### config.mk
export PLATFORM = sky130hd
export DESIGN_NAME = six_channel_decimating_loader
export DESIGN_NICKNAME = d
export VERILOG_FILES = /design/src/verilog/loader_pkg.sv /design/src/verilog/six_channel_decimating_loader.sv
export SDC_FILE = /design/constraint.sdc
export NUM_CORES = 1
export LEC_CHECK = 0
export ABC_AREA = 1
export BUFFER_PORTS_ARGS = -buffer_cell sky130_fd_sc_hd__buf_2
export CORE_ASPECT_RATIO = 1.4
export CORE_MARGIN = 1.5
export CORE_UTILIZATION = 50
export CTS_BUF_LIST = sky130_fd_sc_hd__clkbuf_8
export CTS_CLUSTER_SIZE = 8
export DETAILED_ROUTE_END_ITERATION = 8
export HOLD_SLACK_MARGIN = 0.15
export PLACE_DENSITY = 0.68
export SYNTH_ARGS = -nofsm -noshare
export SYNTH_HDL_FRONTEND = slang
export SYNTH_SLANG_ARGS = --single-unit
### constraint.sdc
create_clock -name sys_clk_i -period 2.5 [get_ports sys_clk_i]
set_clock_uncertainty 0.15 [all_clocks]
set_input_delay 0.375 -clock sys_clk_i [delete_from_list [all_inputs] [get_ports sys_clk_i]]
set_output_delay 0.375 -clock sys_clk_i [all_outputs]
set_load 0.02 [all_outputs]
### src/verilog/loader_pkg.sv
// Shared constants and types for the six-channel decimating loader.
package loader_pkg;

	// ==================================================================
	// Widths and counts.
	localparam int unsigned WORD_W     = 10;
	localparam int unsigned CHAN_COUNT = 6;
	localparam int unsigned CHAN_W     = 3;
	localparam int unsigned FIFO_DEPTH = 16;

	// ==================================================================
	// Channel indices and loading counts.
	localparam logic [CHAN_W-1:0] CHAN_FIRST = 3'h0;
	localparam logic [CHAN_W-1:0] CHAN_LAST  = 3'h5;
	localparam logic [CHAN_W-1:0] CHAN_STEP  = 3'h1;
	localparam logic [CHAN_W-1:0] COUNT_ONE  = 3'h1;
	localparam logic [CHAN_W-1:0] COUNT_LAST = 3'h5;
	localparam logic [CHAN_W-1:0] COUNT_ZERO = 3'h0;

	// ==================================================================
	// Reset values.
	localparam logic [WORD_W-1:0] WORD_RESET = 10'h000;
	localparam logic              POL_RESET  = 1'b0;

	// ==================================================================
	// Loading sequencer states, one-hot.
	typedef enum logic [2:0] {
		SEQ_IDLE  = 3'b001,
		SEQ_ARMED = 3'b010,
		SEQ_LOAD  = 3'b100
	} seq_state_t;

	// One captured word on its way to a holding stage.
	typedef struct packed {
		logic [CHAN_W-1:0] chan;
		logic [WORD_W-1:0] word;
	} load_t;

	localparam int unsigned LOAD_W = $bits(load_t);

	// The six channel words as driven to the output stage.
	typedef struct packed {
		logic [CHAN_COUNT-1:0][WORD_W-1:0] word;
		logic                              above_second_ref;
	} chan_out_t;

endpackage

### src/verilog/six_channel_decimating_loader.sv
// Six-channel decimating loader with its word FIFO and transfer stage.
//
// Summary of operation
// Ten-bit video word, bit nine most significant.
// Edge-select high picks rising, low falling.
// Sequence-begin seen high starts loading next edge.
// Start channel zero, or five when direction high.
// One word captured per successive active edge.
// Step through six channels, then stop loading.
// Transfer strobe detected on rising edges only.
// Next rising edge moves held words to outputs.
// All six outputs update together; holding freed.
// Polarity captured on first rising edge after detection.
// Captured polarity applied one transfer later.
// High polarity above second reference, low below first.
`timescale 1ns/100ps

// ======================================================================
// Word FIFO with valid and ready on both sides.
module word_fifo #(
	parameter int unsigned WIDTH = loader_pkg::LOAD_W,
	parameter int unsigned DEPTH = loader_pkg::FIFO_DEPTH
) (
	// Clock, reset and enable.
	input  wire logic             sys_clk_i,
	input  wire logic             rstn_i,
	input  wire logic             ce_i,
	// Filling side.
	input  wire logic             in_valid_i,
	output logic                  in_ready_o,
	input  wire logic [WIDTH-1:0] in_data_i,
	// Draining side.
	output logic                  out_valid_o,
	input  wire logic             out_ready_i,
	output logic      [WIDTH-1:0] out_data_o
);
	localparam int unsigned PTR_W = $clog2(DEPTH);

	logic [WIDTH-1:0] mem_q [DEPTH];
	logic [PTR_W-1:0] wr_ptr_q;
	logic [PTR_W-1:0] rd_ptr_q;
	logic [PTR_W:0]   fill_q;
	logic             push;
	logic             pop;

	// Full and empty come straight from the fill count.
	assign in_ready_o  = (fill_q != DEPTH[PTR_W:0]);
	assign out_valid_o = (fill_q != '0);
	assign out_data_o  = mem_q[rd_ptr_q];
	assign push        = in_valid_i & in_ready_o;
	assign pop         = out_valid_o & out_ready_i;

	// Storage has no reset; only the pointers and the fill count need a defined value.
	always_ff @(posedge sys_clk_i) begin
		if (ce_i && push) begin
			mem_q[wr_ptr_q] <= in_data_i;
		end
	end

	// Pointers wrap naturally since the depth is a power of two.
	always_ff @(posedge sys_clk_i) begin
		if (!rstn_i) begin
			wr_ptr_q <= '0;
			rd_ptr_q <= '0;
			fill_q   <= '0;
		end else if (ce_i) begin
			wr_ptr_q <= wr_ptr_q + PTR_W'(push);
			rd_ptr_q <= rd_ptr_q + PTR_W'(pop);
			fill_q   <= fill_q + (PTR_W+1)'(push) - (PTR_W+1)'(pop);
		end
	end

endmodule

// ======================================================================
// Loader top level.
module six_channel_decimating_loader (
	// Clock, reset and enable.
	input  wire logic                           sys_clk_i,
	input  wire logic                           rstn_i,
	input  wire logic                           ce_i,
	// Timing controller inputs.
	input  wire logic                           video_clk_i,
	input  wire logic [loader_pkg::WORD_W-1:0]  video_word_in_i,
	input  wire logic                           sequence_begin_i,
	input  wire logic                           edge_select_i,
	input  wire logic                           direction_select_i,
	input  wire logic                           transfer_strobe_i,
	input  wire logic                           polarity_invert_i,
	// Loading status.
	output logic                                load_ready_o,
	// Output stage.
	output loader_pkg::chan_out_t               channel_outputs_o
);

	// ==================================================================
	// Video clock edges, sampled on the system clock.
	logic vclk_q;
	logic vclk_rise;
	logic vclk_fall;
	logic active_edge;

	// The video clock must stay at least two system cycles per phase.
	assign vclk_rise   = video_clk_i & ~vclk_q;
	assign vclk_fall   = ~video_clk_i & vclk_q;
	assign active_edge = edge_select_i ? vclk_rise : vclk_fall;

	always_ff @(posedge sys_clk_i) begin
		if (!rstn_i) begin
			vclk_q <= 1'b0;
		end else if (ce_i) begin
			vclk_q <= video_clk_i;
		end
	end

	// ==================================================================
	// Loading sequencer.
	loader_pkg::seq_state_t          state_q;
	loader_pkg::seq_state_t          state_d;
	logic [loader_pkg::CHAN_W-1:0]   chan_q;
	logic [loader_pkg::CHAN_W-1:0]   count_q;
	logic                            down_q;
	logic                            starting;
	logic                            capture;
	logic                            last_word;
	logic                            step_down;
	logic [loader_pkg::CHAN_W-1:0]   start_chan;
	logic [loader_pkg::CHAN_W-1:0]   cap_chan;
	logic [loader_pkg::CHAN_W-1:0]   next_chan;
	loader_pkg::load_t               cap_entry;

	// A sequence opens on the active edge after the begin level is seen.
	assign starting   = active_edge & (state_q == loader_pkg::SEQ_ARMED);
	assign capture    = active_edge & (state_q != loader_pkg::SEQ_IDLE);
	assign start_chan = direction_select_i ? loader_pkg::CHAN_LAST
	                                       : loader_pkg::CHAN_FIRST;
	assign cap_chan   = starting ? start_chan : chan_q;
	assign step_down  = starting ? direction_select_i : down_q;
	assign next_chan  = step_down ? cap_chan - loader_pkg::CHAN_STEP
	                              : cap_chan + loader_pkg::CHAN_STEP;
	assign last_word  = ~starting & (count_q == loader_pkg::COUNT_LAST);
	assign cap_entry  = '{chan: cap_chan, word: video_word_in_i};

	// Next state: a begin level always re-arms, even mid-sequence.
	always_comb begin
		state_d = state_q;
		if (active_edge) begin
			if (sequence_begin_i) begin
				state_d = loader_pkg::SEQ_ARMED;
			end else begin
				case (state_q)
					loader_pkg::SEQ_IDLE: begin
						state_d = loader_pkg::SEQ_IDLE;
					end
					loader_pkg::SEQ_ARMED: begin
						state_d = loader_pkg::SEQ_LOAD;
					end
					loader_pkg::SEQ_LOAD: begin
						state_d = last_word ? loader_pkg::SEQ_IDLE
						                    : loader_pkg::SEQ_LOAD;
					end
					default: begin
						state_d = loader_pkg::SEQ_IDLE;
					end
				endcase
			end
		end
	end

	// Channel pointer and word count advance once per captured word.
	always_ff @(posedge sys_clk_i) begin
		if (!rstn_i) begin
			state_q <= loader_pkg::SEQ_IDLE;
			chan_q  <= loader_pkg::CHAN_FIRST;
			count_q <= loader_pkg::COUNT_ZERO;
			down_q  <= 1'b0;
		end else if (ce_i) begin
			state_q <= state_d;
			if (capture) begin
				chan_q  <= next_chan;
				count_q <= starting ? loader_pkg::COUNT_ONE
				                    : count_q + loader_pkg::COUNT_ONE;
				down_q  <= step_down;
			end
		end
	end

	// ==================================================================
	// Word FIFO between capture and the holding stages.
	logic                          fifo_out_valid;
	logic                          fifo_out_ready;
	logic [loader_pkg::LOAD_W-1:0] fifo_out_data;
	loader_pkg::load_t             drain_entry;

	// A capture while the FIFO is full is lost; load_ready_o warns of it.
	word_fifo #(
		.WIDTH(loader_pkg::LOAD_W),
		.DEPTH(loader_pkg::FIFO_DEPTH)
	) u_word_fifo (
		.sys_clk_i  (sys_clk_i),
		.rstn_i     (rstn_i),
		.ce_i       (ce_i),
		.in_valid_i (capture),
		.in_ready_o (load_ready_o),
		.in_data_i  (cap_entry),
		.out_valid_o(fifo_out_valid),
		.out_ready_i(fifo_out_ready),
		.out_data_o (fifo_out_data)
	);

	assign drain_entry = loader_pkg::load_t'(fifo_out_data);

	// ==================================================================
	// Transfer strobe detection and polarity pipeline.
	logic xfer_det_q;
	logic do_xfer;
	logic pol_cap_q;

	// Holding stages freeze between detection and transfer, so the
	// words moved out are exactly the ones held at detection time.
	assign fifo_out_ready = ~xfer_det_q;
	assign do_xfer        = vclk_rise & xfer_det_q;

	always_ff @(posedge sys_clk_i) begin
		if (!rstn_i) begin
			xfer_det_q <= 1'b0;
		end else if (ce_i && vclk_rise) begin
			xfer_det_q <= transfer_strobe_i;
		end
	end

	// ==================================================================
	// Holding stages, one generate entry each.
	wire [loader_pkg::CHAN_COUNT-1:0][loader_pkg::WORD_W-1:0] held_words;

	for (genvar ch = 0; ch < loader_pkg::CHAN_COUNT; ch++) begin : g_chan
		logic [loader_pkg::WORD_W-1:0] hold_q;
		logic                          hit;

		assign hit = fifo_out_valid & fifo_out_ready &
		             (drain_entry.chan == loader_pkg::CHAN_W'(ch));
		assign held_words[ch] = hold_q;

		// A holding stage keeps its word until its channel comes round.
		always_ff @(posedge sys_clk_i) begin
			if (!rstn_i) begin
				hold_q <= loader_pkg::WORD_RESET;
			end else if (ce_i && hit) begin
				hold_q <= drain_entry.word;
			end
		end
	end

	// One process owns the whole output struct, so all six channels and
	// the applied polarity move on one edge; polarity is captured on the
	// transfer edge and lags the captured value by one transfer.
	always_ff @(posedge sys_clk_i) begin
		if (!rstn_i) begin
			pol_cap_q                          <= loader_pkg::POL_RESET;
			channel_outputs_o.word             <=
				{loader_pkg::CHAN_COUNT{loader_pkg::WORD_RESET}};
			channel_outputs_o.above_second_ref <= loader_pkg::POL_RESET;
		end else if (ce_i && do_xfer) begin
			pol_cap_q                          <= polarity_invert_i;
			channel_outputs_o.word             <= held_words;
			channel_outputs_o.above_second_ref <= pol_cap_q;
		end
	end

endmodule

==> summary.txt <==
STA
  – Peak Freq: 0.386 GHz
  – Final hold slack: 0.300 ns
  – Final min period: 2.59 ns
  – Worst relative slew slack: 55.1%
  – RSZ-0062 raised after global routing: yes
  – Slew @ Worst Pin: 0.673 ns
  – Fin. Hold Viols: 0
  – Setup violations, final: 1
  – Slew Viols, Final: 0
  – Final period utilization: 104%
  – Worst setup margin: -0.0880 ns

Placement
  – Placed Area: 0.0159 mm²
  – Detailed placer's ending HPWL: 23000 µm
  – Routability cong.: 0.902
  – Placed Cells: 1995
  – Number of port buffers: 80

Worst setup path
  – Worst Path Arrival: 2.93 ns
  – Crit path launch type: flop
  – CP required: 2.84 ns
  – Critical-path cell list: inv_2 > ha_4 > nand3_4 > o21ai_4 > inv_2 > ha_4 > inv_2 > ha_4 > fa_2 > nand2_1 > a21oi_1 > nor2_1 > nor2_1 > nor2_1 > nand2_1 > o21ai_1 > a21oi_1
  – Max FO, Critical Path: 2
  – Setup Crit Path Kind: flop to flop
  – Buffers & Inverters on Critical Path: 3
  – CP delay by family, top: adder cells
  – Crit-path slowest cell: fa_2
  – CP max stage delay: 0.34 ns
  – CP endpoint kind: flop

Routing
  – Vias per cell: 5.30
  – WL final: 36200 µm
  – Pre-antenna DRT Iters: 5
  – Post-route ant nets: 0
  – Via count: 11200
  – Wirelength per Cell: 17.1 µm
  – DRC violation count after routing: 0
  – DR iter-0 viols: 750

Run status
  – Status: finished with violations
  – Failing checks: setup timing

Global routing
  – First-pass GRT wire length: 56500 µm
  – Initial antenna violation count: 0
  – Grt ovf: 0
  – Tot GR Track Use: 24.0%
  – Vias in the first global route: 10900
  – Largest net degree at the start of global routing: 65

Synth
  – Post-Syn Instances: 1529
  – Sequential share of the synthesized area: 63.7%
  – Net Count, Synth: 1562
  – FF+latch count, synth: 359
  – YS warnings: 0
  – Mapped cell area: 0.0145 mm²
  – Unique masters post-synth: 32
  – Asr flop ratio synth: 0%
  – Top FF cell, synth: edfxtp_1
  – EDFF count, synth: 208
  – Area contributors post-synth: edfxtp_1 43%, dfxtp_1 21%, nand3_1 7.3%
  – Mean post-synth cell area: 9.51 µm²
  – Top cell type by total area after synthesis: edfxtp_1
  – Synth top area share: 42.9%

Power and ir drop
  – Combinational Power Share: 15.1%
  – VDD IR max: 0.000451 V
  – Int Pwr: 9.28 mW
  – Sequential power share: 50.7%
  – Psw: 3.42 mW
  – Net Sw Frac: 27.0%
  – Clock share of power: 34.2%
  – Pleak: 6.81 nW
  – P per Cell Area: 735 mW/mm²

Finish
  – Most common cell after layout, fill and taps aside: nor2_1
  – Syn-to-layout area delta: 18.8%
  – Design area: 0.0173 mm²
  – Layout Cells excl Fill: 2115
  – Most frequent cells in the layout: 270 x nor2_1, 245 x nand2_1, 208 x nand3_1, 208 x edfxtp_1, 147 x dfxtp_1
  – Layout cells sized above 1: 17.9%
  – # diodes: 0
  – Fillcell total: 2438
  – Layout Nets: 1740
  – Post-layout util: 60.7%

Clocking
  – H-tree depth: 2
  – TritonCTS clock tree: built
  – TritonCTS buffer count: 54
  – Clk Latency, worst-skew pair: 0.61 ns
  – Clock Path Buffers: 3
  – Clk sinks: 359
  – Clock-pin slew on the worst setup and hold paths: 0.06 ns
  – CTS root buffer: clkbuf_8

Floorplanning
  – Die ar.: 0.0301 mm²
  – Boundary Pins: 81
  – Site Rows: 73
  – Die outline height: 205 µm
  – Starting Density: 51.0%
  – Core ar.: 0.0285 mm²
  – Die Width: 147 µm

Run
  – Max-Cap Viols: 0

Hold path
  – Hold Path Class: primary input to flop
-- area by class of cell --
type / instances / area, µm² / area share (%)
multi-input combinational: 982 / 4640 / 26.8
inverter: 97 / 364 / 2.11
sequential: 359 / 9280 / 53.7
timing repair buffer: 213 / 1580 / 9.15
tap: 375 / 469 / 2.71
clock inverter: 27 / 105 / 0.608
clock buffer: 62 / 853 / 4.94
-- worst reg2reg max path, delay by kind of cell, from the launching register on --
kind            cells  cell delay [ns]
compound gates      4             0.41
flops               1             0.32
fa+ha+maj           4             0.90
buf+inv             3             0.19
simple gates        6             0.53
-- logic make-up (layout without fill, tap and decap cells) --
logic type / count (synthesis) / after routing / share of synthesized area, %
adders and majority gates: 14 / 14 / 1.31
AOI/OAI and AO/OA: 210 / 210 / 7.49
xor gates and xnor gates: 4 / 4 / 0.241
DFF: 359 / 359 / 63.7
and+or+nand+nor: 754 / 754 / 21.8
buffers and inverters: 188 / 399 / 5.44
-- synth_stat cells, types with 3 or more instances --
cell / instances
clkbuf_1: 43
o211ai_1: 11
nand2_1: 247
a21oi_1: 101
nor2_4: 3
buf_4: 10
dfxtp_1: 151
inv_1: 79
nand2_2: 3
nand4_1: 3
a31oi_1: 3
nor2_1: 278
buf_2: 26
inv_2: 16
buf_1: 10
nand3_1: 211
o21ai_0: 91
ha_1: 12
edfxtp_1: 208
xor2_1: 4
-- power groups by stage --
| stage | registers (mW) | clock network, mW | logic [mW] |
|---|---|---|---|
| finish | 6.44 | 4.35 | 1.91 |
| global route | 6.45 | 4.67 | 2.10 |
| CTS | 6.43 | 4.45 | 1.81 |
| detailed placement | 6.56 | 0 | 1.72 |
| global placement | 6.55 | 0 | 1.70 |
| floorplan | 6.54 | 0 | 1.10 |
-- state kept, by name, summed over array words and instances, names as in the netlist, named ones only --
signal / cells
u_word_fifo.fill_q: 5
u_word_fifo.mem_q: 208
chan_q: 3
u_word_fifo.wr_ptr_q: 4
state_q: 3
g_chan.hold_q: 60
channel_outputs_o: 61
vclk_q: 1
pol_cap_q: 1
xfer_det_q: 1
down_q: 1
u_word_fifo.rd_ptr_q: 4
count_q: 3
-- layer usage --
layer  vias to the layer above  routed length [µm]  GRT usage, %
met5                         -                   0             0
met4                         0                1530          11.5
met3                       105                2000          3.47
met2                       372               18000          42.0
met1                      5252               14700          29.2
li1                       5486                   -             -
-- stage by stage --
stage / power, mW / setup slack (ns) / setup TNS, ns
after CTS: 12.7 / -0.0866 / -0.100
after detailed placement: 8.28 / -0.360 / -8.31
after global placement: 8.25 / -0.346 / -8.43
final: 12.7 / -0.0880 / -0.0880
after global routing: 13.2 / -0.285 / -0.835
after floorplan: 7.64 / 0.0151 / 0
-- worst paths after layout --
path / startpoint / to / slack (ns) / depth (start not counted)
min: edge_select_i / state_q[0] / 0.30 / 7
max: u_word_fifo.fill_q[3] / u_word_fifo.fill_q[4] / -0.09 / 17
max reg2reg: u_word_fifo.fill_q[3] / u_word_fifo.fill_q[4] / -0.09 / 17
min reg2reg: channel_outputs_o[27] / channel_outputs_o[27] / 0.31 / 2
-- timing repair --
action | CTS | global route
cloned | 0 | 1
hold buffers | 21 | 0
endpoints found under the hold margin | 186 | 0
setup buffers | 6 | 3
resized for setup | 6 | 35
setup endpoints to repair | 32 | 171
pin swaps | 3 | 13
(Power assumes the default switching activity.)
